$ cat config.mk
export PLATFORM = sky130hd
export DESIGN_NAME = acps_sequencer
export DESIGN_NICKNAME = d
export VERILOG_FILES = /design/src/shared/acps_pkg.sv /design/src/hw/acps_sequencer.sv
export SDC_FILE = /design/constraint.sdc
export NUM_CORES = 1
export LEC_CHECK = 0
export BUFFER_PORTS_ARGS = -buffer_cell sky130_fd_sc_hd__buf_2
export CORE_UTILIZATION = 45
export CTS_CLUSTER_DIAMETER = 200
export CTS_CLUSTER_SIZE = 24
export DETAILED_ROUTE_END_ITERATION = 6
export HOLD_SLACK_MARGIN = 0.06
export PLACE_DENSITY_LB_ADDON = 0.12
export SLEW_MARGIN = 10
export SYNTH_ARGS = -nofsm -noshare
export SYNTH_HDL_FRONTEND = slang
export SYNTH_SLANG_ARGS = --single-unit
$ cat constraint.sdc
create_clock -name clock_i -period 3.8 [get_ports clock_i]
set_input_delay 0.57 -clock clock_i [delete_from_list [all_inputs] [get_ports clock_i]]
set_output_delay 0.57 -clock clock_i [all_outputs]
set_load 0.02 [all_outputs]
$ cat src/shared/acps_pkg.sv
// Constants, register map and state types of the calibration and power-down sequencer
package acps_pkg;

  // ***************************************************************
  // Register map (byte addresses, one 32-bit word each)
  // ***************************************************************
  localparam logic [7:0] ACPS_ADDR_CTRL = 8'h00;
  localparam logic [7:0] ACPS_ADDR_STATUS = 8'h04;
  localparam logic [7:0] ACPS_ADDR_DATA = 8'h08;
  localparam logic [7:0] ACPS_ADDR_DECIM = 8'h0C;
  localparam logic [7:0] ACPS_ADDR_OFFSET0 = 8'h10;
  localparam logic [7:0] ACPS_ADDR_GAIN0 = 8'h14;
  localparam logic [7:0] ACPS_ADDR_OFFSET1 = 8'h18;
  localparam logic [7:0] ACPS_ADDR_GAIN1 = 8'h1C;

  // ***************************************************************
  // Control register fields
  // ***************************************************************
  localparam int unsigned ACPS_CTRL_MODE_LO = 0;
  localparam int unsigned ACPS_CTRL_MODE_HI = 1;
  localparam int unsigned ACPS_CTRL_PD = 2;
  localparam int unsigned ACPS_CTRL_FILTER_SYNC_HOLD = 3;
  localparam int unsigned ACPS_CTRL_CHAN = 4;
  localparam int unsigned ACPS_CTRL_BIPOLAR = 5;
  localparam int unsigned ACPS_CTRL_CLOCK_OUT_DISABLE = 6;
  localparam int unsigned ACPS_CTRL_OSC_INT = 7;
  localparam logic ACPS_FILTER_SYNC_HOLD_RESET = 1'b1;

  // ***************************************************************
  // Calibration mode codes
  // ***************************************************************
  localparam logic [1:0] ACPS_CAL_NONE = 2'h0;
  localparam logic [1:0] ACPS_CAL_SELF = 2'h1;
  localparam logic [1:0] ACPS_CAL_ZERO = 2'h2;
  localparam logic [1:0] ACPS_CAL_FULL = 2'h3;

  // ***************************************************************
  // Timing, in output-data-rate periods and master clock periods
  // ***************************************************************
  localparam logic [3:0] ACPS_SELF_CAL_ODR = 4'h6;
  localparam logic [3:0] ACPS_SELF_ZERO_ODR = 4'h3;
  localparam logic [3:0] ACPS_SYS_CAL_ODR = 4'h3;
  localparam logic [3:0] ACPS_FIRST_CONV_ODR = 4'h3;
  localparam logic [3:0] ACPS_SYS_CONV_ODR = 4'h1;
  localparam logic [3:0] ACPS_FREE_CONV_ODR = 4'h1;
  localparam logic [6:0] ACPS_MOD_CYCLE_LAST = 7'h7F;
  localparam int unsigned ACPS_MOD_CYCLE_MCLK = 128;
  localparam int unsigned ACPS_PIPELINE_DELAY_MCLK = 2000;
  localparam logic [15:0] ACPS_DECIM_RESET = 16'h0187;
  localparam logic [15:0] ACPS_MIDSCALE = 16'h8000;
  localparam logic [15:0] ACPS_COEF_RESET = 16'h0000;

  // ***************************************************************
  // Sequencer state
  // ***************************************************************
  typedef enum logic [2:0] {
    ACPS_ST_HOLD,
    ACPS_ST_DOWN,
    ACPS_ST_PIPE,
    ACPS_ST_CAL,
    ACPS_ST_CONV
  } acps_state_t;

  typedef struct packed {
    acps_state_t st;
    logic [1:0] cal_mode;
    logic [1:0] cal_run;
    logic power_down;
    logic filter_sync_hold;
    logic chan;
    logic bipolar;
    logic clock_out_disable;
    logic osc_int;
    logic [15:0] decim;
    logic [1:0][15:0] offset;
    logic [1:0][15:0] gain;
    logic [15:0] data;
    logic ready_n;
    logic raise_pend;
    logic [3:0] odr_cnt;
    logic [3:0] odr_tgt;
    logic [23:0] mclk_cnt;
    logic [6:0] mod_cnt;
    logic mclk_s1;
    logic mclk_s2;
    logic mclk_s3;
    logic clk_out;
    logic osc_en;
    logic mod_rst;
    logic short_in;
    logic ref_in;
    logic ack;
    logic [31:0] dat;
  } acps_regs_t;

endpackage

$ cat src/hw/acps_sequencer.sv
// Calibration and power-down sequencer with a classic Wishbone register slave
`timescale 1ns/1ns

module acps_sequencer
  import acps_pkg::*;
#(
  parameter int unsigned PIPELINE_DELAY_MCLK = ACPS_PIPELINE_DELAY_MCLK
) (
  // Clock and reset
  input wire logic clock_i,
  input wire logic rst_n_i,
  // Wishbone slave
  input wire logic wb_cyc_i,
  input wire logic wb_stb_i,
  input wire logic wb_we_i,
  input wire logic [7:0] wb_adr_i,
  input wire logic [3:0] wb_sel_i,
  input wire logic [31:0] wb_dat_i,
  output logic [31:0] wb_dat_o,
  output logic wb_ack_o,
  // Converter link
  input wire logic master_clock_input_i,
  input wire logic [15:0] conv_data_i,
  // Converter controls
  output logic result_ready_n_o,
  output logic modulator_reset_o,
  output logic input_short_o,
  output logic input_ref_o,
  output logic osc_enable_o,
  output logic clock_output_pin_o
);

  // ***************************************************************
  // Local constants
  // ***************************************************************
  localparam logic [23:0] TP_LAST = 24'(PIPELINE_DELAY_MCLK - 1);
  // Status word fields
  localparam int unsigned STAT_READY = 0;
  localparam int unsigned STAT_STATE_LO = 1;
  localparam int unsigned STAT_STATE_HI = 3;
  localparam int unsigned STAT_PEND = 4;
  // Coefficient address bits: gain versus offset, then channel
  localparam int unsigned COEF_GAIN_BIT = 2;
  localparam int unsigned COEF_CHAN_BIT = 3;

  // ***************************************************************
  // Sequencer state
  // ***************************************************************
  acps_regs_t r_reg;
  acps_regs_t r_next;

  // ***************************************************************
  // Combinational next state
  // ***************************************************************
  logic mclk_rise;
  logic odr_last;
  logic [23:0] odr_len;
  logic start_cal;
  logic [1:0] new_mode;
  logic [15:0] zero_code;
  logic [15:0] cur_offset;
  logic coef_gain;
  logic coef_chan;

  always_comb begin
    r_next = r_reg;
    start_cal = 1'b0;
    new_mode = ACPS_CAL_NONE;
    coef_gain = wb_adr_i[COEF_GAIN_BIT];
    coef_chan = wb_adr_i[COEF_CHAN_BIT];
    // Master clock passes two flops before its edge is looked for
    r_next.mclk_s1 = master_clock_input_i;
    r_next.mclk_s2 = r_reg.mclk_s1;
    r_next.mclk_s3 = r_reg.mclk_s2;
    mclk_rise = r_reg.mclk_s2 & ~r_reg.mclk_s3;
    odr_len = 24'(r_reg.decim) * 24'(ACPS_MOD_CYCLE_MCLK);
    odr_last = (r_reg.mclk_cnt == odr_len - 24'h000001);
    zero_code = r_reg.bipolar ? ACPS_MIDSCALE : ACPS_COEF_RESET;
    cur_offset = r_reg.offset[r_reg.chan];

    // *************************************************************
    // Bus slave: one wait state, ack dropped the cycle after
    // *************************************************************
    r_next.ack = 1'b0;
    if (wb_cyc_i && wb_stb_i && !r_reg.ack) begin
      r_next.ack = 1'b1;
      r_next.dat = 32'h00000000;
      if (wb_we_i) begin
        case (wb_adr_i)
          ACPS_ADDR_CTRL: begin
            if (wb_sel_i[0]) begin
              new_mode = {wb_dat_i[ACPS_CTRL_MODE_HI], wb_dat_i[ACPS_CTRL_MODE_LO]};
              r_next.cal_mode = new_mode;
              r_next.power_down = wb_dat_i[ACPS_CTRL_PD];
              r_next.filter_sync_hold = wb_dat_i[ACPS_CTRL_FILTER_SYNC_HOLD];
              r_next.chan = wb_dat_i[ACPS_CTRL_CHAN];
              r_next.bipolar = wb_dat_i[ACPS_CTRL_BIPOLAR];
              r_next.clock_out_disable = wb_dat_i[ACPS_CTRL_CLOCK_OUT_DISABLE];
              r_next.osc_int = wb_dat_i[ACPS_CTRL_OSC_INT];
              start_cal = (new_mode != ACPS_CAL_NONE);
            end
          end
          ACPS_ADDR_DECIM: begin
            if (wb_sel_i[0]) begin
              r_next.decim[7:0] = wb_dat_i[7:0];
            end
            if (wb_sel_i[1]) begin
              r_next.decim[15:8] = wb_dat_i[15:8];
            end
          end
          ACPS_ADDR_OFFSET0, ACPS_ADDR_GAIN0, ACPS_ADDR_OFFSET1, ACPS_ADDR_GAIN1: begin
            if (coef_gain) begin
              if (wb_sel_i[0]) begin
                r_next.gain[coef_chan][7:0] = wb_dat_i[7:0];
              end
              if (wb_sel_i[1]) begin
                r_next.gain[coef_chan][15:8] = wb_dat_i[15:8];
              end
            end else begin
              if (wb_sel_i[0]) begin
                r_next.offset[coef_chan][7:0] = wb_dat_i[7:0];
              end
              if (wb_sel_i[1]) begin
                r_next.offset[coef_chan][15:8] = wb_dat_i[15:8];
              end
            end
          end
          default: begin
          end
        endcase
      end else begin
        case (wb_adr_i)
          ACPS_ADDR_CTRL: begin
            r_next.dat[ACPS_CTRL_MODE_LO] = r_reg.cal_mode[0];
            r_next.dat[ACPS_CTRL_MODE_HI] = r_reg.cal_mode[1];
            r_next.dat[ACPS_CTRL_PD] = r_reg.power_down;
            r_next.dat[ACPS_CTRL_FILTER_SYNC_HOLD] = r_reg.filter_sync_hold;
            r_next.dat[ACPS_CTRL_CHAN] = r_reg.chan;
            r_next.dat[ACPS_CTRL_BIPOLAR] = r_reg.bipolar;
            r_next.dat[ACPS_CTRL_CLOCK_OUT_DISABLE] = r_reg.clock_out_disable;
            r_next.dat[ACPS_CTRL_OSC_INT] = r_reg.osc_int;
          end
          ACPS_ADDR_STATUS: begin
            r_next.dat[STAT_READY] = r_reg.ready_n;
            r_next.dat[STAT_STATE_HI:STAT_STATE_LO] = r_reg.st;
            r_next.dat[STAT_PEND] = r_reg.raise_pend;
          end
          ACPS_ADDR_DATA: begin
            r_next.dat[15:0] = r_reg.data;
            r_next.ready_n = 1'b1;
          end
          ACPS_ADDR_DECIM: begin
            r_next.dat[15:0] = r_reg.decim;
          end
          ACPS_ADDR_OFFSET0, ACPS_ADDR_GAIN0, ACPS_ADDR_OFFSET1, ACPS_ADDR_GAIN1: begin
            r_next.dat[15:0] = coef_gain ? r_reg.gain[coef_chan] : r_reg.offset[coef_chan];
          end
          default: begin
          end
        endcase
      end
    end

    // *************************************************************
    // Modulator cycle phase, used to delay the ready rise
    // *************************************************************
    if (mclk_rise) begin
      r_next.mod_cnt = r_reg.mod_cnt + 7'h01;
      if (r_reg.raise_pend && r_reg.mod_cnt == ACPS_MOD_CYCLE_LAST) begin
        r_next.ready_n = 1'b1;
        r_next.raise_pend = 1'b0;
      end
    end

    // *************************************************************
    // Calibration command: restart the whole sequence
    // *************************************************************
    if (start_cal) begin
      r_next.cal_run = new_mode;
      r_next.mclk_cnt = 24'h000000;
      r_next.odr_cnt = 4'h0;
      if (r_next.st != ACPS_ST_HOLD && r_next.st != ACPS_ST_DOWN) begin
        r_next.st = ACPS_ST_PIPE;
      end
      if (!r_reg.ready_n) begin
        r_next.raise_pend = 1'b1;
      end
    end

    // *************************************************************
    // Sequencer
    // *************************************************************
    case (r_reg.st)
      ACPS_ST_HOLD, ACPS_ST_DOWN: begin
        // Registers keep their values; ready left as it stands
        if (!r_next.filter_sync_hold && !r_next.power_down) begin
          r_next.st = ACPS_ST_PIPE;
          r_next.mclk_cnt = 24'h000000;
          r_next.odr_cnt = 4'h0;
          r_next.cal_run = r_next.cal_mode;
          if (r_next.cal_mode != ACPS_CAL_NONE && !r_next.ready_n) begin
            r_next.raise_pend = 1'b1;
          end
        end
      end
      ACPS_ST_PIPE: begin
        // Pipeline delay before the first valid modulator result
        if (mclk_rise && !start_cal) begin
          r_next.mclk_cnt = r_reg.mclk_cnt + 24'h000001;
          if (r_reg.mclk_cnt == TP_LAST) begin
            r_next.mclk_cnt = 24'h000000;
            r_next.odr_cnt = 4'h0;
            if (r_reg.cal_run != ACPS_CAL_NONE) begin
              r_next.st = ACPS_ST_CAL;
              r_next.odr_tgt = (r_reg.cal_run == ACPS_CAL_SELF) ?
                ACPS_SELF_CAL_ODR : ACPS_SYS_CAL_ODR;
            end else begin
              r_next.st = ACPS_ST_CONV;
              r_next.odr_tgt = ACPS_FIRST_CONV_ODR;
            end
          end
        end
      end
      ACPS_ST_CAL: begin
        // Calibration steps counted in output periods
        if (mclk_rise && !start_cal) begin
          r_next.mclk_cnt = r_reg.mclk_cnt + 24'h000001;
          if (odr_last) begin
            r_next.mclk_cnt = 24'h000000;
            r_next.odr_cnt = r_reg.odr_cnt + 4'h1;
            // Zero-scale step ends: offset of the selected channel
            if ((r_reg.cal_run == ACPS_CAL_SELF &&
                 r_next.odr_cnt == ACPS_SELF_ZERO_ODR) ||
                (r_reg.cal_run == ACPS_CAL_ZERO &&
                 r_next.odr_cnt == ACPS_SYS_CAL_ODR)) begin
              r_next.offset[r_reg.chan] = conv_data_i - zero_code;
            end
            if (r_next.odr_cnt == r_reg.odr_tgt) begin
              // Last step ends: gain of the selected channel after a self or full-scale calibration
              if (r_reg.cal_run == ACPS_CAL_SELF || r_reg.cal_run == ACPS_CAL_FULL) begin
                r_next.gain[r_reg.chan] = conv_data_i - cur_offset;
              end
              r_next.cal_mode = ACPS_CAL_NONE;
              r_next.st = ACPS_ST_CONV;
              r_next.odr_cnt = 4'h0;
              r_next.odr_tgt = (r_reg.cal_run == ACPS_CAL_SELF) ?
                ACPS_FIRST_CONV_ODR : ACPS_SYS_CONV_ODR;
              r_next.cal_run = ACPS_CAL_NONE;
            end
          end
        end
      end
      ACPS_ST_CONV: begin
        // Free-running conversions at the output rate
        if (mclk_rise && !start_cal) begin
          r_next.mclk_cnt = r_reg.mclk_cnt + 24'h000001;
          if (odr_last) begin
            r_next.mclk_cnt = 24'h000000;
            r_next.odr_cnt = r_reg.odr_cnt + 4'h1;
            if (r_next.odr_cnt == r_reg.odr_tgt) begin
              // Fresh result beats a read clearing ready in the same cycle
              r_next.data = conv_data_i - cur_offset + zero_code;
              r_next.ready_n = 1'b0;
              r_next.raise_pend = 1'b0;
              r_next.odr_cnt = 4'h0;
              r_next.odr_tgt = ACPS_FREE_CONV_ODR;
            end
          end
        end
      end
      default: begin
        r_next.st = ACPS_ST_HOLD;
      end
    endcase

    // *************************************************************
    // Sync hold and power-down stop the sequence at once
    // *************************************************************
    if (r_next.filter_sync_hold) begin
      r_next.st = ACPS_ST_HOLD;
      r_next.mclk_cnt = 24'h000000;
      r_next.odr_cnt = 4'h0;
    end else if (r_next.power_down) begin
      r_next.st = ACPS_ST_DOWN;
      r_next.mclk_cnt = 24'h000000;
      r_next.odr_cnt = 4'h0;
    end

    // *************************************************************
    // Pin controls
    // *************************************************************
    r_next.mod_rst = (r_next.st == ACPS_ST_HOLD) || (r_next.st == ACPS_ST_DOWN);
    r_next.short_in = (r_next.st == ACPS_ST_CAL) && (r_next.cal_run == ACPS_CAL_SELF) &&
                      (r_next.odr_cnt < ACPS_SELF_ZERO_ODR);
    r_next.ref_in = (r_next.st == ACPS_ST_CAL) && (r_next.cal_run == ACPS_CAL_SELF) &&
                    (r_next.odr_cnt >= ACPS_SELF_ZERO_ODR);
    r_next.osc_en = !(r_next.osc_int && r_next.power_down);
    r_next.clk_out = !r_next.clock_out_disable && r_reg.mclk_s2 &&
                     !(r_next.osc_int && r_next.power_down);
  end

  // ***************************************************************
  // State register
  // ***************************************************************
  always_ff @(posedge clock_i) begin
    if (!rst_n_i) begin
      r_reg.st <= ACPS_ST_HOLD;
      r_reg.cal_mode <= ACPS_CAL_NONE;
      r_reg.cal_run <= ACPS_CAL_NONE;
      r_reg.power_down <= 1'b0;
      r_reg.filter_sync_hold <= ACPS_FILTER_SYNC_HOLD_RESET;
      r_reg.chan <= 1'b0;
      r_reg.bipolar <= 1'b0;
      r_reg.clock_out_disable <= 1'b0;
      r_reg.osc_int <= 1'b0;
      r_reg.decim <= ACPS_DECIM_RESET;
      r_reg.offset <= {ACPS_COEF_RESET, ACPS_COEF_RESET};
      r_reg.gain <= {ACPS_COEF_RESET, ACPS_COEF_RESET};
      r_reg.data <= ACPS_COEF_RESET;
      r_reg.ready_n <= 1'b1;
      r_reg.raise_pend <= 1'b0;
      r_reg.odr_cnt <= 4'h0;
      r_reg.odr_tgt <= 4'h0;
      r_reg.mclk_cnt <= 24'h000000;
      r_reg.mod_cnt <= 7'h00;
      r_reg.mclk_s1 <= 1'b0;
      r_reg.mclk_s2 <= 1'b0;
      r_reg.mclk_s3 <= 1'b0;
      r_reg.clk_out <= 1'b0;
      r_reg.osc_en <= 1'b1;
      r_reg.mod_rst <= 1'b1;
      r_reg.short_in <= 1'b0;
      r_reg.ref_in <= 1'b0;
      r_reg.ack <= 1'b0;
      r_reg.dat <= 32'h00000000;
    end else begin
      r_reg <= r_next;
    end
  end

  // ***************************************************************
  // Outputs
  // ***************************************************************
  assign wb_dat_o = r_reg.dat;
  assign wb_ack_o = r_reg.ack;
  assign result_ready_n_o = r_reg.ready_n;
  assign modulator_reset_o = r_reg.mod_rst;
  assign input_short_o = r_reg.short_in;
  assign input_ref_o = r_reg.ref_in;
  assign osc_enable_o = r_reg.osc_en;
  assign clock_output_pin_o = r_reg.clk_out;

endmodule // acps_sequencer

---- Yosys cells after proc, flatten, opt, wreduce, memory -nomap -nowiden ----
Cells that the tools add are included.
storage, ports and cells
  register bits after elaboration ......... 175
  bits in latches ......................... 0
  ROM bits ................................ 0
  RAM bits ................................ 0
  memories kept ........................... 0
  bits of input ports ..................... 66
operators by class
  shift operators ......................... 0
  muxes and demuxes ....................... 110
  $lt $le $gt $ge ......................... 6
  reduce and logical (&&, ||, !) cells .... 43
  eq/ne operators ......................... 31
  bitwise gates (word level) .............. 3
  add/sub/neg operators ................... 7
  $mul .................................... 0
  div/mod/pow operators ................... 0
operators with widths
  cell                   number
  $mux 32                21
  $mux 64                4
  $bwmux 32              6
  $mux 16                12
  $mux 86                2
  $pmux 24 s4            1
  $mux 34                2
  $demux 16 s1           3
  $mux 24                2
  $mux 33                1
  $eq 8x5->1 const B     4
  $mux 8                 4
  $sub 16x16->16         2
  $mux 3                 10
  $mux 2                 14
  $pmux 5 s5             1
  $add 24x1->24 const B  1
  $eq 24x11->1 const B   1
  $eq 24x24->1           1
  $pmux 3 s4             2
  $pmux 8 s3             1
  $sub 23x1->24 const B  1
  $mux 7                 3
  $logic_and 1x1->1      17
  other kinds (41)       84

---- Logic depth before layout (Yosys ltp) ----
  depth after elaboration ................. 25
  gate-level depth with buffers ........... 14
  mapped depth without buffers ............ 12

---- Least setup slack after synthesis ----
No wires, ideal clock.
  kind .................................... register to register
  start ................................... reg r_reg[181] (netlist bit)
  end ..................................... reg r_reg[97] (netlist bit)
  stages on the path, launching flop included .. 13
  arrival time ............................ 3.265 ns
  slack ................................... 0.413 ns
  period minus slack after synthesis ...... 3.387 ns
  path through ............................ dfxtp_1 -> buf_2 -> buf_1 -> mux2i_1 -> ha_1 -> nand3_1 -> a211oi_1 -> a2111oi_0 -> o311ai_0 -> a21oi_1 -> xor2_1 -> nor3_1 -> a311o_1
between the ends
  cells in the longest elaborated chain, start to end .. 4
RTL lines
  what                                        line                   source
  start: declaration                          acps_sequencer.sv:49   acps_regs_t r_reg;
  $mux 16 (not written as such) (2 in a row)  acps_sequencer.sv:79   cur_offset = r_reg.offset[r_reg.chan];
  $sub 16x16->16                              acps_sequencer.sv:262  r_next.data = conv_data_i - cur_offset + zero_code;
  $add 16x16->16                              acps_sequencer.sv:262
Every way passes these cells. The select of a mux whose other input is x is not followed.
A chain may end at the register's enable or synchronous reset.

---- Worst setup path in the final report ----
  start ................................... reg r_reg[181] (netlist bit)
  end ..................................... reg r_reg[96] (netlist bit)
The elaborated chain is that of the path after synthesis.

==> results_dict.tcl <==
set metrics [dict create \
    rows 55 \
    tns_ns 0 \
    fillers 2246 \
    synth_edf_count 0 \
    slew-limit-headroom 0.408 \
    largest_reg_flops 149 \
    vias 9109 \
    regToRegStartpoint "r_reg[181]" \
    ys_warn_count 0 \
    syn_area_sq_um 10600 \
    layout-drive-gt1-share 0.164 \
    avgSynthCellArea_sq_um 8.52 \
    seq_area_frac_synth 0.328 \
    ir_worst_vdd_mv 0.238 \
    num_antenna_cells 0 \
    hold_viol 0 \
    hold_class "in -> reg" \
    worst_pin_slew_ns 0.879 \
    postSynthCellCount 1247 \
    synthTopCellsByCount "174 x dfxtp_1, 153 x nand2_1, 136 x nor2_1" \
    r2r_slack_ns 0.29 \
    maxSlewViolCount 0 \
    grt_pass1_vias 8511 \
    insertion_delay_ns 0.44 \
    synth-seq-cells 174 \
    slowest_delay_ns 0.56 \
    dr.pass1.iters 7 \
    die_w_microns 156 \
    p_leak_nw 4.68 \
    grt_usage 0.261 \
    vias_per_cell 5.72 \
    synth_top_area_frac 0.328 \
    antenna_found_initial 1 \
    path_class "reg -> reg" \
    crit_start "r_reg[181]" \
    grt_max_degree 68 \
    portBuffers 70 \
    cts_buffers 17 \
    synth_cell_types 81 \
    pin_count 105 \
    critPathTopFamily "compound AO/OA/AOI/OAI gates" \
    sw_frac_of_total 0.254 \
    hold_ws_ns 0.324 \
    clk_pin_slew_worst_paths_ns 0.08 \
    path_max_fanout 4 \
    initial_core_util 0.464 \
    wl_per_cell_microns 19.0 \
    cp_cell_sequence "mux2_2 > ha_1 > fa_1 > nor2b_1 > o21ai_0 > a21boi_0 > o211ai_1 > a21oi_1 > nor3_1 > or4_1 > a311oi_1 > a31o_2" \
    fin_crit_sh 0.924 \
    cts_tree "yes" \
    hp-start "master_clock_input_i" \
    pwr-share-seq 0.472 \
    grt_pass1_wl_microns 48200 \
    power_density_nw_per_um2 331 \
    drt-total-wl_microns 30300 \
    dieArea_sq_um 24200 \
    p_int_mw 2.89 \
    slowest_stage "or4_1" \
    fin_cells 1593 \
    layout_min_cycle_time_ns 3.51 \
    synth-async-reset-ratio 0 \
    htree_levels 4 \
    coreArea_sq_um 22900 \
    holdBufCountCts 0 \
    max_cap_violations 0 \
    finalSetupViolations 0 \
    worst-path-buf-inv 0 \
    dp.cells 1561 \
    critical_path_arrival_ns 3.90 \
    netSwitchingPower_mw 0.985 \
    grt_overflow 0 \
    synth_area_leaders "dfxtp_1 33%, mux2i_1 9.2%, nand2_1 5.4%" \
    nets 1354 \
    fmaxAchievable_mhz 285 \
    clock_path_buffers 2 \
    rsz0062_at_grt "no" \
    p_clk_frac 0.463 \
    dp_hpwl_microns 21900 \
    die_h_microns 156 \
    finClkSkew_ns 0.0178 \
    drt_iter0_drc 691 \
    post_cts_buffers 0 \
    globalplace.congestion 0.894 \
    power_frac_comb 0.066 \
    synth-main-ff-cell "dfxtp_1" \
    antenna_left 0 \
    synth_largest_area_cell "dfxtp_1" \
    area_delta_synth_final_pct 10.0 \
    remaining_drc_errors 0 \
    status "finished, final reports clean" \
    cts_root_buffer "clkbuf_16" \
    startpoint_type "flop" \
    synth.most_common_cell "dfxtp_1" \
    critPathCaptureType "flop" \
    cts.sinks 174 \
    required_ns 4.19 \
]
==> power groups by stage <==
stage / registers (mW) / clock network [mW] / logic [mW]
CTS: 1.83 / 1.82 / 0.254
floorplan: 1.87 / 0 / 0.165
global route: 1.83 / 1.90 / 0.280
detailed placement: 1.87 / 0 / 0.252
finish: 1.83 / 1.79 / 0.255
global placement: 1.87 / 0 / 0.252
==> placed cells by master (no fill, tap or decap), drive strengths merged, types with 6 or more instances in the layout <==
master / synthesis / final
xnor2: 30 / 30
and2: 12 / 12
a22o: 8 / 8
nor3: 22 / 22
and4: 8 / 8
a21oi: 80 / 80
mux4: 21 / 21
mux2: 6 / 6
nand3: 40 / 40
nand4: 18 / 18
nor2b: 14 / 14
inv: 27 / 33
a31oi: 6 / 6
a222oi: 8 / 8
xor2: 18 / 18
o21ai: 31 / 31
a211oi: 63 / 63
o31ai: 6 / 6
and3: 23 / 23
clkbuf: 61 / 18
dfxtp: 174 / 174
mux2i: 98 / 98
conb: 1 / 16
nor4b: 6 / 6
ha: 20 / 20
a2111oi: 6 / 6
nand2: 154 / 154
buf: 57 / 104
or3: 10 / 10
nor4: 9 / 9
nor2: 137 / 137
==> cell families (layout without fill, tap and decap cells) <==
family,count (synthesis),count (layout),share of synthesized area
and+or+nand+nor,473,473,0.213
xor gates and xnor gates,48,48,0.0396
AOI/OAI and AO/OA,260,260,0.181
adders and majority gates,21,21,0.0254
DFF,174,174,0.328
muxes,125,125,0.145
buffers and inverters,145,163,0.0678
other,1,16,0.000353
==> timing repair <==
action	4_1_cts	5_1_grt
resized for setup	0	3
hold endpoints to repair	0	0
setup endpoints to repair	0	1
==> layout make-up <==
cell class / instances / area, sq um / area share
Tap cell: 313 / 392 / 0.0335
Timing Repair Buffer: 104 / 647 / 0.0553
Inverter: 27 / 104 / 0.00888
Clock buffer: 18 / 429 / 0.0367
Multi-Input combinational cell: 943 / 6480 / 0.554
Sequential cell: 174 / 3480 / 0.298
Clock inverter: 14 / 158 / 0.0135
==> worst reg2reg max path, stage by stage (launching register included) <==
cell and delay, ns:
dfxtp_1 0.44, mux2_2 0.37, ha_1 0.22, fa_1 0.43, nor2b_1 0.13, o21ai_0 0.11
a21boi_0 0.28, o211ai_1 0.16, a21oi_1 0.23, nor3_1 0.14, or4_1 0.56, a311oi_1 0.25
a31o_2 0.14
==> layer usage <==
layer,vias to the layer above,GRT usage,part of all wire
li1,4505,-,-
met1,4317,0.368,0.47
met2,244,0.404,0.45
met3,41,0.0411,0.055
met4,2,0.0882,0.024
met5,-,0,0.00040
==> final timing paths <==
check                                    to  cells past startpoint
worst max-delay path              r_reg[96]                     12
worst min-delay path             r_next[39]                      2
worst max register to register    r_reg[96]                     12
worst min register to register  wb_dat_o[0]                      2
==> stage by stage <==
stage               instance area (sq um)  total power, mW   util  setup WS, ns
floorplan                           10700             2.03      -         0.413
global placement                    11100             2.12  0.484         0.333
detailed placement                  11100             2.12  0.484         0.330
CTS                                 11700             3.90  0.510         0.242
global route                        11700             4.01  0.510        0.0639
finish                              11700             3.87  0.510         0.291
No activity file was read; power rests on OpenSTA's default activity.
